[config.mk]
export PLATFORM = sky130hd
export DESIGN_NAME = plcd_decoder
export DESIGN_NICKNAME = d
export VERILOG_FILES = /design/src/plcd_pkg.sv /design/src/plcd_stream_if.sv /design/src/plcd_fifo.sv /design/src/plcd_decoder.sv
export SDC_FILE = /design/constraint.sdc
export NUM_CORES = 2
export LEC_CHECK = 0
export BUFFER_PORTS_ARGS = -buffer_cell sky130_fd_sc_hd__buf_2
export CORE_MARGIN = 3
export CORE_UTILIZATION = 55
export CTS_BUF_LIST = sky130_fd_sc_hd__clkbuf_4
export CTS_CLUSTER_DIAMETER = 30
export DETAILED_ROUTE_END_ITERATION = 16
export PLACE_DENSITY_LB_ADDON = 0.25
export SYNTH_ARGS = -nofsm -noshare
export SYNTH_HDL_FRONTEND = slang
export SYNTH_SLANG_ARGS = --single-unit
export TNS_END_PERCENT = 30
[constraint.sdc]
create_clock -name clk -period 3.94 [get_ports clk]
set_input_delay 1.182 -clock clk [delete_from_list [all_inputs] [get_ports clk]]
set_output_delay 1.182 -clock clk [all_outputs]
set_load 0.05 [all_outputs]
[src/plcd_pkg.sv]
`default_nettype none
package plcd_pkg;
  // ----------------------------------------------------------------
  // character codes
  // ----------------------------------------------------------------
  localparam logic [7:0] code_null   = 8'h00;
  localparam logic [7:0] code_stx    = 8'h02;
  localparam logic [7:0] code_etx    = 8'h03;
  localparam logic [7:0] code_bs     = 8'h08;
  localparam logic [7:0] code_ht     = 8'h09;
  localparam logic [7:0] code_lf     = 8'h0A;
  localparam logic [7:0] code_ff     = 8'h0C;
  localparam logic [7:0] code_cr     = 8'h0D;
  localparam logic [7:0] code_so     = 8'h0E;
  localparam logic [7:0] code_si     = 8'h0F;
  localparam logic [7:0] code_del    = 8'h7F;
  localparam logic [7:0] code_space  = 8'h20;
  localparam logic [7:0] code_rubout = 8'h7F;   // obliteration glyph stored in a cell
  // ----------------------------------------------------------------
  // line geometry
  // ----------------------------------------------------------------
  localparam int         line_cols   = 48;
  localparam logic [5:0] col_last    = 6'd47;
  localparam logic [5:0] tab_1       = 6'd8;    // zero-based column 9
  localparam logic [5:0] tab_2       = 6'd16;   // column 17
  localparam logic [5:0] tab_3       = 6'd24;   // column 25
  localparam logic [5:0] tab_4       = 6'd32;   // column 33
  localparam logic [3:0] ff_lines    = 4'd11;
  localparam logic [3:0] lf_lines    = 4'd1;
  // ----------------------------------------------------------------
  // timing
  // ----------------------------------------------------------------
  localparam int         clk_mhz     = 100;
  localparam int         print_ms    = 750;
  localparam int         print_cycles = print_ms * 1000 * clk_mhz;
  localparam int         fifo_depth  = 4;
  localparam int         fifo_width  = 8;
  // ----------------------------------------------------------------
  // interpreter states
  // ----------------------------------------------------------------
  typedef enum logic [1:0] {
    st_idle  = 2'b00,
    st_print = 2'b01,
    st_del   = 2'b10
  } plcd_state_type;
endpackage : plcd_pkg
`default_nettype wire

[src/plcd_stream_if.sv]
`default_nettype none
interface plcd_stream_if;
  logic [7:0] data;    // byte
  logic       valid;   // producer has a byte
  logic       ready;   // consumer takes it
  modport src (output data, output valid, input ready);
  modport snk (input data, input valid, output ready);
endinterface : plcd_stream_if
`default_nettype wire

[src/plcd_fifo.sv]
`default_nettype none
module plcd_fifo #(
  parameter int width = 8,
  parameter int depth = 4
) (
  // clock and reset
  input wire logic clk,
  input wire logic nrst,
  // streams
  plcd_stream_if.snk wr,
  plcd_stream_if.src rd
);
  localparam int aw = $clog2(depth);
  // ----------------------------------------------------------------
  // storage and pointers
  // ----------------------------------------------------------------
  logic [width-1:0] mem [depth];   // flip-flop storage
  logic [aw-1:0]    wp;            // write index
  logic [aw-1:0]    rp;            // read index
  logic [aw:0]      cnt;           // fill level
  wire              do_wr = wr.valid && wr.ready;
  wire              do_rd = rd.valid && rd.ready;
  assign wr.ready = (cnt != (aw+1)'(depth));
  assign rd.valid = (cnt != '0);
  assign rd.data  = mem[rp];
  // pointer and level update
  always_ff @(posedge clk) begin
    if (!nrst) begin
      wp  <= '0;
      rp  <= '0;
      cnt <= '0;
    end else begin
      if (do_wr) wp <= aw'((wp + 1'b1) % depth);
      if (do_rd) rp <= aw'((rp + 1'b1) % depth);
      cnt <= cnt + (aw+1)'(do_wr) - (aw+1)'(do_rd);
    end
  end
  // data write
  always_ff @(posedge clk) begin
    if (do_wr) mem[wp] <= wr.data;
  end
endmodule : plcd_fifo
`default_nettype wire

[src/plcd_decoder.sv]
`default_nettype none
module plcd_decoder #(
  parameter int print_cycles = plcd_pkg::print_cycles
) (
  // clock and reset
  input  wire logic        clk,
  input  wire logic        nrst,
  // host parallel port
  input  wire logic [7:0]  host_data,
  input  wire logic        host_strobe_n,
  output var  logic        host_ack_n,
  output var  logic        host_busy,
  // print engine requests
  output var  logic        eng_print,
  output var  logic        eng_advance,
  output var  logic [3:0]  eng_lines,
  output var  logic        eng_inverted,
  output var  logic [383:0] eng_line,
  output var  logic [47:0] eng_alt_set,
  // state view
  output var  logic [5:0]  col_addr,
  output var  logic        alt_set,
  output var  logic        inverted
);
  // ----------------------------------------------------------------
  // host handshake front end
  // ----------------------------------------------------------------
  // a byte is taken on the sampled falling edge of the strobe,
  // never while a print cycle holds the port busy;
  // the strobe must stay low across two edges so the host
  // sees the one-cycle acknowledge before it lets go
  plcd_stream_if in_s ();
  plcd_stream_if out_s ();
  logic strobe_q;      // previous strobe level
  logic strobe_fall;   // falling strobe takes a byte
  assign strobe_fall = strobe_q && !host_strobe_n;
  assign in_s.data   = host_data;
  assign in_s.valid  = strobe_fall && !host_busy;
  // sample strobe and acknowledge each accepted byte
  always_ff @(posedge clk) begin
    if (!nrst) begin
      strobe_q   <= 1'b1;
      host_ack_n <= 1'b1;
    end else begin
      strobe_q   <= host_strobe_n;
      host_ack_n <= !(in_s.valid && in_s.ready);
    end
  end
  // small queue between port and interpreter: the port acknowledges
  // at once while the interpreter may still be busy with a delete;
  // bytes left in it wait out a print cycle
  plcd_fifo #(.width(plcd_pkg::fifo_width), .depth(plcd_pkg::fifo_depth)) u_fifo (
    .clk  (clk),
    .nrst (nrst),
    .wr   (in_s),
    .rd   (out_s)
  );
  // ----------------------------------------------------------------
  // interpreter state
  // ----------------------------------------------------------------
  // line register cells hold the raw code; the second-set flag
  // travels beside each cell so a set switch may fall mid-line;
  // orientation is latched per line, the pending value waits for the next
  plcd_pkg::plcd_state_type state;   // current state
  logic [7:0]  line_q [48];          // line register
  logic [47:0] alt_q;                // cell came from second set
  logic [31:0] timer;                // print cycle counter
  logic        after_cr;             // last code was carriage return
  logic        pend_inv;             // orientation for next line
  logic        line_empty;           // nothing loaded yet
  wire  [7:0]  c = out_s.data;
  wire         take = out_s.valid && out_s.ready;
  assign out_s.ready = (state == plcd_pkg::st_idle);
  // ----------------------------------------------------------------
  // decode of the byte at the FIFO head
  // ----------------------------------------------------------------
  // decode is purely combinational on the queue head;
  // at most one flag is true, so the branch order below
  // matters only for readability
  wire is_null  = (c == plcd_pkg::code_null);
  wire is_bs    = (c == plcd_pkg::code_bs);
  wire is_so    = (c == plcd_pkg::code_so);
  wire is_si    = (c == plcd_pkg::code_si);
  wire is_stx   = (c == plcd_pkg::code_stx);
  wire is_etx   = (c == plcd_pkg::code_etx);
  wire is_ht    = (c == plcd_pkg::code_ht);
  wire is_lf    = (c == plcd_pkg::code_lf);
  wire is_ff    = (c == plcd_pkg::code_ff);
  wire is_cr    = (c == plcd_pkg::code_cr);
  wire is_del   = (c == plcd_pkg::code_del);
  wire is_print = (c[6:5] != 2'b00) && !is_del && !c[7]; // 95-entry set
  wire at_end   = (col_addr == plcd_pkg::col_last);
  // next tab stop, or stay put at or past the last one
  logic [5:0] next_tab;
  assign next_tab = (col_addr < plcd_pkg::tab_1) ? plcd_pkg::tab_1 :
                    (col_addr < plcd_pkg::tab_2) ? plcd_pkg::tab_2 :
                    (col_addr < plcd_pkg::tab_3) ? plcd_pkg::tab_3 :
                    (col_addr < plcd_pkg::tab_4) ? plcd_pkg::tab_4 : col_addr;
  wire timer_done = (timer == 32'(print_cycles - 1));
  // ----------------------------------------------------------------
  // main interpreter
  // ----------------------------------------------------------------
  // one byte is consumed per clock while idle;
  // delete takes a second cycle to lay down the rubout;
  // return and a printable character written in the last column start a print cycle
  // during which the queue is not read and the port reports busy;
  // at the end of the print the line is blanked, the column returns
  // to the left margin and a pending orientation takes effect
  always_ff @(posedge clk) begin
    if (!nrst) begin
      state        <= plcd_pkg::st_idle;
      col_addr     <= '0;
      alt_set      <= 1'b0;
      inverted     <= 1'b0;
      pend_inv     <= 1'b0;
      after_cr     <= 1'b0;
      line_empty   <= 1'b1;
      timer        <= '0;
      host_busy    <= 1'b0;
      eng_print    <= 1'b0;
      eng_advance  <= 1'b0;
      eng_lines    <= '0;
      eng_inverted <= 1'b0;
      alt_q        <= '0;
      eng_alt_set  <= '0;
      for (int i = 0; i < plcd_pkg::line_cols; i++) line_q[i] <= plcd_pkg::code_space;
    end else begin
      eng_print   <= 1'b0;
      eng_advance <= 1'b0;
      case (state)
        plcd_pkg::st_idle: begin
          if (take) begin
            after_cr <= 1'b0;
            if (is_null) begin
              after_cr <= after_cr;
            end else if (is_so) begin
              alt_set <= 1'b1;
            end else if (is_si) begin
              alt_set <= 1'b0;
            end else if (is_stx) begin
              pend_inv <= 1'b1;
              if (line_empty) inverted <= 1'b1;
            end else if (is_etx) begin
              pend_inv <= 1'b0;
              if (line_empty) inverted <= 1'b0;
            end else if (is_bs) begin
              if (col_addr != '0) begin
                col_addr <= col_addr - 6'd1;
                line_q[col_addr - 6'd1] <= plcd_pkg::code_space;
                // removed cell becomes a blank of the normal set
                alt_q[col_addr - 6'd1]  <= 1'b0;
              end
            end else if (is_del) begin
              if (col_addr != '0) begin
                col_addr <= col_addr - 6'd1;
                line_q[col_addr - 6'd1] <= plcd_pkg::code_space;
                state <= plcd_pkg::st_del;
              end
            end else if (is_ht) begin
              col_addr   <= next_tab;
              line_empty <= 1'b0;
            end else if (is_lf) begin
              if (!after_cr) begin
                eng_advance <= 1'b1;
                eng_lines   <= plcd_pkg::lf_lines;
              end
            end else if (is_ff) begin
              eng_advance <= 1'b1;
              eng_lines   <= plcd_pkg::ff_lines;
            end else if (is_cr) begin
              after_cr  <= 1'b1;
              state     <= plcd_pkg::st_print;
              host_busy <= 1'b1;
              eng_print <= 1'b1;
              eng_lines <= plcd_pkg::lf_lines;
              eng_inverted <= inverted;
              eng_alt_set  <= alt_q;
            end else if (is_print) begin
              line_q[col_addr] <= c;
              alt_q[col_addr]  <= alt_set;
              line_empty       <= 1'b0;
              if (at_end) begin
                state        <= plcd_pkg::st_print;
                host_busy    <= 1'b1;
                eng_print    <= 1'b1;
                eng_lines    <= plcd_pkg::lf_lines;
                eng_inverted <= inverted;
                eng_alt_set  <= {alt_set, alt_q[46:0]};
              end else begin
                col_addr <= col_addr + 6'd1;
              end
            end
          end
        end
        // second step of a delete: rubout in the cleared cell,
        // then step back to where the column was
        plcd_pkg::st_del: begin
          line_q[col_addr] <= plcd_pkg::code_rubout;
          alt_q[col_addr]  <= 1'b0;
          col_addr         <= col_addr + 6'd1;
          state            <= plcd_pkg::st_idle;
        end
        // count out the print cycle; nothing is taken meanwhile,
        // the queue holds any byte that slipped in just before
        plcd_pkg::st_print: begin
          if (timer_done) begin
            timer      <= '0;
            state      <= plcd_pkg::st_idle;
            host_busy  <= 1'b0;
            col_addr   <= '0;
            line_empty <= 1'b1;
            inverted   <= pend_inv;
            alt_q      <= '0;
            for (int i = 0; i < plcd_pkg::line_cols; i++) line_q[i] <= plcd_pkg::code_space;
          end else begin
            timer <= timer + 32'd1;
          end
        end
        default: state <= plcd_pkg::st_idle;
      endcase
    end
  end
  // the image is taken in the same edge as the print request so the
  // engine never sees the blanking at the end of the cycle
  // latch line image for the engine when a print starts
  always_ff @(posedge clk) begin
    if (!nrst) begin
      eng_line <= '0;
    end else if (state == plcd_pkg::st_idle && take && (is_cr || (is_print && at_end))) begin
      for (int i = 0; i < plcd_pkg::line_cols; i++)
        eng_line[i*8 +: 8] <= (is_print && i == 47) ? c : line_q[i];
    end
  end
  // ----------------------------------------------------------------
  // assertions
  // ----------------------------------------------------------------
  // properties watch the interpreter at the queue head;
  // take already implies the idle state;
  // cover points at the end mark the main scenarios
  property p_busy_print;
    @(posedge clk) disable iff (!nrst) $rose(eng_print) |-> host_busy;
  endproperty
  a_busy_print: assert property (p_busy_print) else $error("busy not set at print");
  property p_no_take_busy;
    @(posedge clk) disable iff (!nrst) host_busy |=> host_ack_n;
  endproperty
  a_no_take_busy: assert property (p_no_take_busy) else $error("byte taken in print");
  property p_ff_lines;
    @(posedge clk) disable iff (!nrst) (state == plcd_pkg::st_idle && take && is_ff)
      |=> eng_advance && eng_lines == plcd_pkg::ff_lines;
  endproperty
  a_ff_lines: assert property (p_ff_lines) else $error("form feed lines wrong");
  property p_lf_after_cr;
    @(posedge clk) disable iff (!nrst) (take && is_lf && after_cr) |=> !eng_advance;
  endproperty
  a_lf_after_cr: assert property (p_lf_after_cr) else $error("lf after cr not ignored");
  property p_so_alt;
    @(posedge clk) disable iff (!nrst) (state == plcd_pkg::st_idle && take && is_so) |=> alt_set;
  endproperty
  a_so_alt: assert property (p_so_alt) else $error("shift out ignored");
  property p_si_norm;
    @(posedge clk) disable iff (!nrst) (state == plcd_pkg::st_idle && take && is_si) |=> !alt_set;
  endproperty
  a_si_norm: assert property (p_si_norm) else $error("shift in ignored");
  property p_null_keep;
    @(posedge clk) disable iff (!nrst) (state == plcd_pkg::st_idle && take && is_null)
      |=> $stable(col_addr) && $stable(alt_set) && $stable(inverted);
  endproperty
  a_null_keep: assert property (p_null_keep) else $error("null changed state");
  property p_inv_stable;
    @(posedge clk) disable iff (!nrst) (state == plcd_pkg::st_idle && !line_empty)
      |=> $stable(inverted);
  endproperty
  a_inv_stable: assert property (p_inv_stable) else $error("orientation changed mid-line");
  property p_del_back;
    @(posedge clk) disable iff (!nrst)
      (state == plcd_pkg::st_idle && take && is_del && col_addr != 0)
      |=> ##1 col_addr == $past(col_addr, 2);
  endproperty
  a_del_back: assert property (p_del_back) else $error("delete did not return");
  property p_bs_back;
    @(posedge clk) disable iff (!nrst) (take && is_bs && col_addr != '0)
      |=> col_addr == $past(col_addr) - 6'd1;
  endproperty
  a_bs_back: assert property (p_bs_back) else $error("backspace missed");
  property p_ht_first;
    @(posedge clk) disable iff (!nrst) (take && is_ht && col_addr < plcd_pkg::tab_1)
      |=> col_addr == plcd_pkg::tab_1;
  endproperty
  a_ht_first: assert property (p_ht_first) else $error("tab missed first stop");
  property p_lf_adv;
    @(posedge clk) disable iff (!nrst) (take && is_lf && !after_cr)
      |=> eng_advance && !eng_print && eng_lines == plcd_pkg::lf_lines;
  endproperty
  a_lf_adv: assert property (p_lf_adv) else $error("line feed did not advance");
  property p_cr_print;
    @(posedge clk) disable iff (!nrst) (take && is_cr)
      |=> eng_print && host_busy && eng_lines == plcd_pkg::lf_lines;
  endproperty
  a_cr_print: assert property (p_cr_print) else $error("return did not print");
  property p_print_clear;
    @(posedge clk) disable iff (!nrst) (state == plcd_pkg::st_print && timer_done)
      |=> col_addr == '0 && line_empty && !host_busy;
  endproperty
  a_print_clear: assert property (p_print_clear) else $error("line not cleared");
  property p_auto_print;
    @(posedge clk) disable iff (!nrst) (take && is_print && at_end)
      |=> eng_print && host_busy && col_addr == plcd_pkg::col_last;
  endproperty
  a_auto_print: assert property (p_auto_print) else $error("no print at line end");
  property p_ack_pulse;
    @(posedge clk) disable iff (!nrst) !host_ack_n |=> host_ack_n;
  endproperty
  a_ack_pulse: assert property (p_ack_pulse) else $error("ack longer than one cycle");
  c_print: cover property (@(posedge clk) disable iff (!nrst) eng_print);
  c_ff:    cover property (@(posedge clk) disable iff (!nrst) take && is_ff);
  c_del:   cover property (@(posedge clk) disable iff (!nrst) state == plcd_pkg::st_del);
  c_lf_skip: cover property (@(posedge clk) disable iff (!nrst) take && is_lf && after_cr);
  c_auto:    cover property (@(posedge clk) disable iff (!nrst) take && is_print && at_end);
endmodule : plcd_decoder
`default_nettype wire

* Yosys cells after proc, flatten, opt, wreduce, memory -nomap -nowiden *
Memories as Yosys holds them, arrays and structs flattened. A register that Yosys moved wholly into a read port is not among the register bits.
Cells that the tools add are included.

word-level totals
  register bits = 158
  RAM bits = 416
  output and inout bits = 449
  logic and storage cells = 492
  memories kept = 2

memories
  memory      words  bits a word  read ports  clocked after memory_dff  wr ports  RTL line            RTL
  line_q      48     8            48          48                        48        plcd_decoder.sv:65  logic [7:0] line_q [48];
  u_fifo.mem  4      8            1           1                         1         plcd_fifo.sv:17     logic [width-1:0] mem [depth];

operators by class
  add/subtract/negate cells = 7
  order comparisons = 8
  equal/unequal tests = 56
  mux-type cells = 239
  bitwise gates (word level) = 67
  reductions and logical operators = 93

operators with widths
  cell                     number
  $mux W48                 18
  $mux W8                  52
  $pmux W48 S3             1
  $mux W6                  22
  $mux W1                  113
  $and A48 B48 Y48         2
  $not A48 Y48             2
  $ne A3 B3 Y1 const B     21
  $eq A8 B4 Y1 const B     7
  $reduce_and A14 Y1       4
  $logic_not A1 Y1         53
  $or A1 B1 Y1             50
  $bwmux W48               1
  $mux W2                  18
  $add A32 B1 Y32 const B  1
  $eq A32 B27 Y1 const B   1
  $mux W32                 1
  $reduce_and A15 Y1       2
  $ne A2 B2 Y1 const B     13
  $ne A5 B5 Y1 const B     5
  $mux W4                  6
  $pmux W6 S3              1
  $eq A8 B2 Y1 const B     2
  $reduce_or A8 Y1         2
  35 further kinds         72

* Logic depth before layout (Yosys ltp) *
  word-level depth = 23
  mapped depth = 13
  gate-level depth less buffers = 11

* Hierarchy *
Synthesis repeated with hierarchy kept, for this count alone.

unflattened totals
  cells, all modules = 3,910
  area, all modules = 37,906.4 µm²

modules (own cells, without submodules)
  module        times used  cells an instance  area an instance (µm²)  sequential area each (µm²)
  plcd_decoder  1           3,820              36,271.0                22,201.3
  plcd_fifo     1           90                 1,635.3                 1,141.1

* Least setup slack after synthesis *
OpenSTA, ideal clock, no wires.

  kind = register -> register
  start = register col_addr[0]
  end = memory line_q[38][0] (enable)
  arrival time = 3,261 ps
  required time = 3,611 ps
  setup slack = 350 ps
  stages on the path, launching flop included = 14
  path buffers = 4
  period minus slack after synthesis = 3,590 ps
  cell sequence = dfxtp_1 > clkbuf_1 > inv_2 > ha_1 > clkbuf_1 > nor3b_1 > xor2_1 > nor2_1 > mux2_2 > and2_0 > clkbuf_1 > buf_2 > nand2_1 > nand2_1

RTL lines
  element                 RTL line             RTL
  from (decl)             plcd_decoder.sv:21   output var logic [5:0] col_addr,
  from (signal assigned)  plcd_decoder.sv:148  col_addr <= col_addr - 6'd1;
  from (signal assigned)  plcd_decoder.sv:155  col_addr <= col_addr - 6'd1;
  from (signal assigned)  plcd_decoder.sv:160  col_addr <= next_tab;
  to (decl)               plcd_decoder.sv:65

==> tab_implementation.tex <==
\begin{tabular}{lr}
\hline
Metric & Value \\
\hline
\multicolumn{2}{l}{\textbf{Status}} \\
Outcome & finished, final reports clean \\
\multicolumn{2}{l}{\textbf{Clock tree}} \\
TritonCTS clock tree & built \\
Clock-pin slew on the worst setup and hold paths & about 0.070 ns \\
Root buffer selected by CTS & sky130\_fd\_sc\_hd\_\_clkbuf\_4 \\
\# H-tree levels & 4 \\
Number of sinks on the clock net & around 960 \\
Clock Path Buffers & 3 \\
TritonCTS buffer count & 232 \\
Worst-Skew Late Latency & between 1 and 1.5 ns \\
\multicolumn{2}{l}{\textbf{Power and ir drop}} \\
Final Power & roughly 24 mW \\
Highest ir drop seen on vdd & about 320 uV \\
Switching power & between 7 and 8 mW \\
Logic gate share of total power & 0.188 \\
Clock group share of total power & 0.357 \\
Int Pwr & $\sim$16 mW \\
Total power density per cell area & between 500 and 600 mW/mm\^{}2 \\
Proportion of total power due to net switching & 0.3117 \\
Static leakage & roughly 16 nW \\
Sequential fraction of design power & 0.455 \\
\multicolumn{2}{l}{\textbf{Routing}} \\
Drt initial violations & 3127 \\
Antenna-violating nets left & 0 \\
Wire per inst & 20.91 um \\
Detailed-route DRC error count & 0 \\
Number of iterations in the first detailed-routing pass & 6 \\
Routed wire length & around 110 mm \\
Vias per Instance & about 5.6 \\
DR vias & 30372 \\
\multicolumn{2}{l}{\textbf{Synthesis}} \\
Seq/Total Area, Yosys & 0.6362 \\
Count of synthesis-stage warnings from yosys & 0 \\
Most instantiated flip-flop cell in the synthesis netlist & sky130\_fd\_sc\_hd\_\_dfxtp\_1 \\
Mean area per synthesized cell & approximately 10 um\^{}2 \\
Leading post-synthesis cells by cell area & sky130\_fd\_sc\_hd\_\_edfxtp\_1 34\%, sky130\_fd\_sc\_hd\_\_dfxtp\_1 30\%, sky130\_fd\_sc\_hd\_\_nand2\_1 11\%, sky130\_fd\_sc\_hd\_\_a21oi\_1 6.9\%, sky130\_fd\_sc\_hd\_\_nor2\_1 3.8\% \\
Synthesized cell area & approximately 0.037 mm\^{}2 \\
Number of enable-type register cells in the synthesized netlist & roughly 420 \\
Cell with the most instances after synthesis & sky130\_fd\_sc\_hd\_\_nand2\_1 \\
Post-synth ARST share & 0 \\
Synth top area share & 0.3405 \\
Commonest cells post-synth & 1054 x sky130\_fd\_sc\_hd\_\_nand2\_1, 542 x sky130\_fd\_sc\_hd\_\_dfxtp\_1, 508 x sky130\_fd\_sc\_hd\_\_a21oi\_1 \\
Synthesized instance count & around 3800 \\
Number of distinct library cells after synthesis & 85 \\
Number of synthesized register bits & about 960 \\
Cell accounting for the most synthesized area & sky130\_fd\_sc\_hd\_\_edfxtp\_1 \\
\multicolumn{2}{l}{\textbf{Timing}} \\
Headroom to the max-slew limit & 0.1919 \\
Setup repair after global routing missed its margin & false \\
Min Tclk post-route & 3.801 ns \\
Pins over their slew limit & 0 \\
Measured slew at the worst slew-check pin & 1.212 ns \\
Fmax achieved & around 260 MHz \\
Tightest hold margin & roughly 0.32 ns \\
Worst clock skew & 0.09204 ns \\
Hold Vio Cnt, Final & 0 \\
Number of endpoints failing setup at the final stage & 0 \\
Ratio of final minimum period to clock period & 0.9648 \\
\multicolumn{2}{l}{\textbf{Worst setup path}} \\
Number of cells on the worst reg-to-reg path & 10 \\
Maximum fanout along the worst path & 10 \\
CP Data Required Time & approximately 4.7 ns \\
Critical Path Start Type & register \\
FF-to-FF End & line\_q[38][6]\$\_SDFFCE\_PN0P\_ \\
Type of destination of the critical path & register \\
Worst R2R Setup Slack & roughly 0.14 ns \\
Worst path arrival time & 4.51 ns \\
Critical setup path kind & reg -> reg \\
\multicolumn{2}{l}{\textbf{Min path}} \\
Path class of the lowest-slack min-delay path & in -> reg \\
Beginning of the worst hold path & host\_data[1] \\
Capture endpoint of the worst hold path & u\_fifo.mem[2][1]\$\_DFFE\_PP\_ \\
Depth of the worst hold-timing path & 1 \\
\multicolumn{2}{l}{\textbf{Placement}} \\
I/O Buffers & $\sim$460 \\
Weighted congestion reported at the end of routability-driven placement & slightly above 0.9 \\
Detailed placement HPWL & $\sim$75 mm \\
\multicolumn{2}{l}{\textbf{Floorplan}} \\
Area of the core & 0.06598 mm\^{}2 \\
Die span in x & $\sim$260 um \\
Area enclosed by the die boundary & approximately 0.07 mm\^{}2 \\
Die height & 264.3 um \\
Initial cell density of the core & 0.5561 \\
Number of placed I/O pins & 460 \\
Core Rows & between 90 and 100 \\
\multicolumn{2}{l}{\textbf{GRT}} \\
Initial antenna violation count & 3 \\
Total global routing track utilization & 0.3139 \\
Via count of the first global-routing pass & $\sim$28000 \\
Largest net degree at the start of global routing & roughly 220 \\
Global-route wire length before repair & 166.8 mm \\
Total global routing overflow & 0 \\
\multicolumn{2}{l}{\textbf{Finish}} \\
Number of inserted filler cells in the final layout & between 5000 and 6000 \\
Nets & 4351 \\
Area Overhead vs Synth & 18.68\% \\
Layout cell share with drive strength beyond 1 & 0.2294 \\
\multicolumn{2}{l}{\textbf{Job}} \\
Reported max-cap violation count & 0 \\
\hline
\end{tabular}
cell type report:
class | instances | area [um^2] | area share
antenna | 3 | 7.507 | 0.0001724
inverter | 23 | 93.84 | 0.002155
clock buffer | 363 | 2725 | 0.06258
tap | 864 | 1081 | 0.02483
clock inverter | 71 | 432.9 | 0.009942
sequential | 958 | 23340 | 0.5361
multi-input combinational | 2545 | 12460 | 0.2861
timing repair buffer | 565 | 3402 | 0.07813
power by group through the flow:
stage	Clock, mW	Combinational (mW)	Sequential (mW)
2_1_floorplan	0	2.37	11.1
3_3_place_gp	0	4.15	11.0
3_5_place_dp	0	4.19	11.0
4_1_cts	8.59	4.34	10.8
5_1_grt	9.15	4.65	10.8
6_report	8.47	4.47	10.8
logic make-up after synthesis:
| kind of cell | synth area share |
|---|---|
| flops | 0.6362 |
| compound gates | 0.1274 |
| fa+ha+maj | 0.005320 |
| buf+inv | 0.03431 |
| other cells | 0.0001022 |
| mux | 0.007843 |
| simple gates | 0.1797 |
| xor+xnor | 0.009071 |
layout by cell type (no fill, tap or decap), types with 16 or more instances in the layout:
cell type                  instances
sky130_fd_sc_hd__nand2_1        1042
sky130_fd_sc_hd__o211ai_1         80
sky130_fd_sc_hd__clkbuf_4        363
sky130_fd_sc_hd__dfxtp_1         542
sky130_fd_sc_hd__buf_2           457
sky130_fd_sc_hd__xor2_1           23
sky130_fd_sc_hd__edfxtp_1        416
sky130_fd_sc_hd__buf_12           24
sky130_fd_sc_hd__a31o_2           26
sky130_fd_sc_hd__a21oi_1         501
sky130_fd_sc_hd__inv_1            20
sky130_fd_sc_hd__nand3_1          77
sky130_fd_sc_hd__o21ai_0          67
sky130_fd_sc_hd__buf_4            83
sky130_fd_sc_hd__nor3_1           16
sky130_fd_sc_hd__nor2_1          372
sky130_fd_sc_hd__conb_1           49
sky130_fd_sc_hd__clkinv_1         52
sky130_fd_sc_hd__nand4_1          31
sky130_fd_sc_hd__o31ai_1          50
worst max-delay path by stage:
stage	start	to	slack, ns
after floorplan	col_addr[0]$_SDFFE_PN0P_	line_q[38][0]$_SDFFCE_PN0P_	0.35
after global placement	nrst	line_q[37][7]$_SDFFCE_PN0P_	-0.02
after detailed placement	nrst	line_q[36][7]$_SDFFCE_PN0P_	-0.10
after CTS	register	line_q[23][4]$_SDFFCE_PN0P_	0.04
after global routing	register	line_q[44][7]$_SDFFCE_PN0P_	0.01
final	register	line_q[38][6]$_SDFFCE_PN0P_	0.14
registers in the layout, indices dropped and copies added (netlist names), named ones only:
register,cells
after_cr,1
alt_set,1
col_addr,6
eng_advance,1
eng_alt_set,48
eng_inverted,1
eng_line,384
eng_lines,2
eng_print,1
host_ack_n,1
host_busy,1
inverted,1
line_empty,1
line_q,384
pend_inv,1
state,2
strobe_q,1
timer,32
u_fifo.cnt,3
u_fifo.mem,32
u_fifo.rp,2
u_fifo.wp,2
per-stage QoR:
stage | instance area, um^2 | setup WS, ns | utilization | setup TNS, ns | std cells
finish | 43540 | 0.1388 | 0.6599 | 0 | 5392
global route | 43540 | 0.01057 | 0.6599 | 0 | 5392
CTS | 43500 | 0.04109 | 0.6593 | 0 | 5389
detailed placement | 40270 | -0.1041 | 0.6103 | -3.193 | 4949
global placement | 40270 | -0.01642 | 0.6103 | -0.2100 | 4949
floorplan | 36870 | 0.3502 | - | 0 | 3808
metal layers:
metal | global-route usage | up-vias | wire, um
li1 | - | 14154 | -
met1 | 0.3934 | 14417 | 42560
met2 | 0.5037 | 1565 | 53560
met3 | 0.08187 | 236 | 11150
met4 | 0.1630 | 0 | 5489
met5 | 0 | - | 0
worst max-delay path, cell delays in order, from the launching register on:
cell,delay [ns]
sky130_fd_sc_hd__dfxtp_1,0.40
sky130_fd_sc_hd__buf_4,0.18
sky130_fd_sc_hd__mux4_2,0.65
sky130_fd_sc_hd__or4b_1,0.66
sky130_fd_sc_hd__nor3_2,0.15
sky130_fd_sc_hd__o221ai_2,0.20
sky130_fd_sc_hd__mux2i_4,0.25
sky130_fd_sc_hd__and2_1,0.16
sky130_fd_sc_hd__buf_4,0.23
sky130_fd_sc_hd__nand2_1,0.20
sky130_fd_sc_hd__nand2_1,0.33
repair_timing:
action                                  CTS  global route
pin swaps                                 0             1
endpoints found under the setup margin  129           181
hold endpoints to repair                  0             0
buffers inserted                          6             0
resized for setup                         3            12
hold buffers                              0             0
No activity file was read; power rests on OpenSTA's default activity.
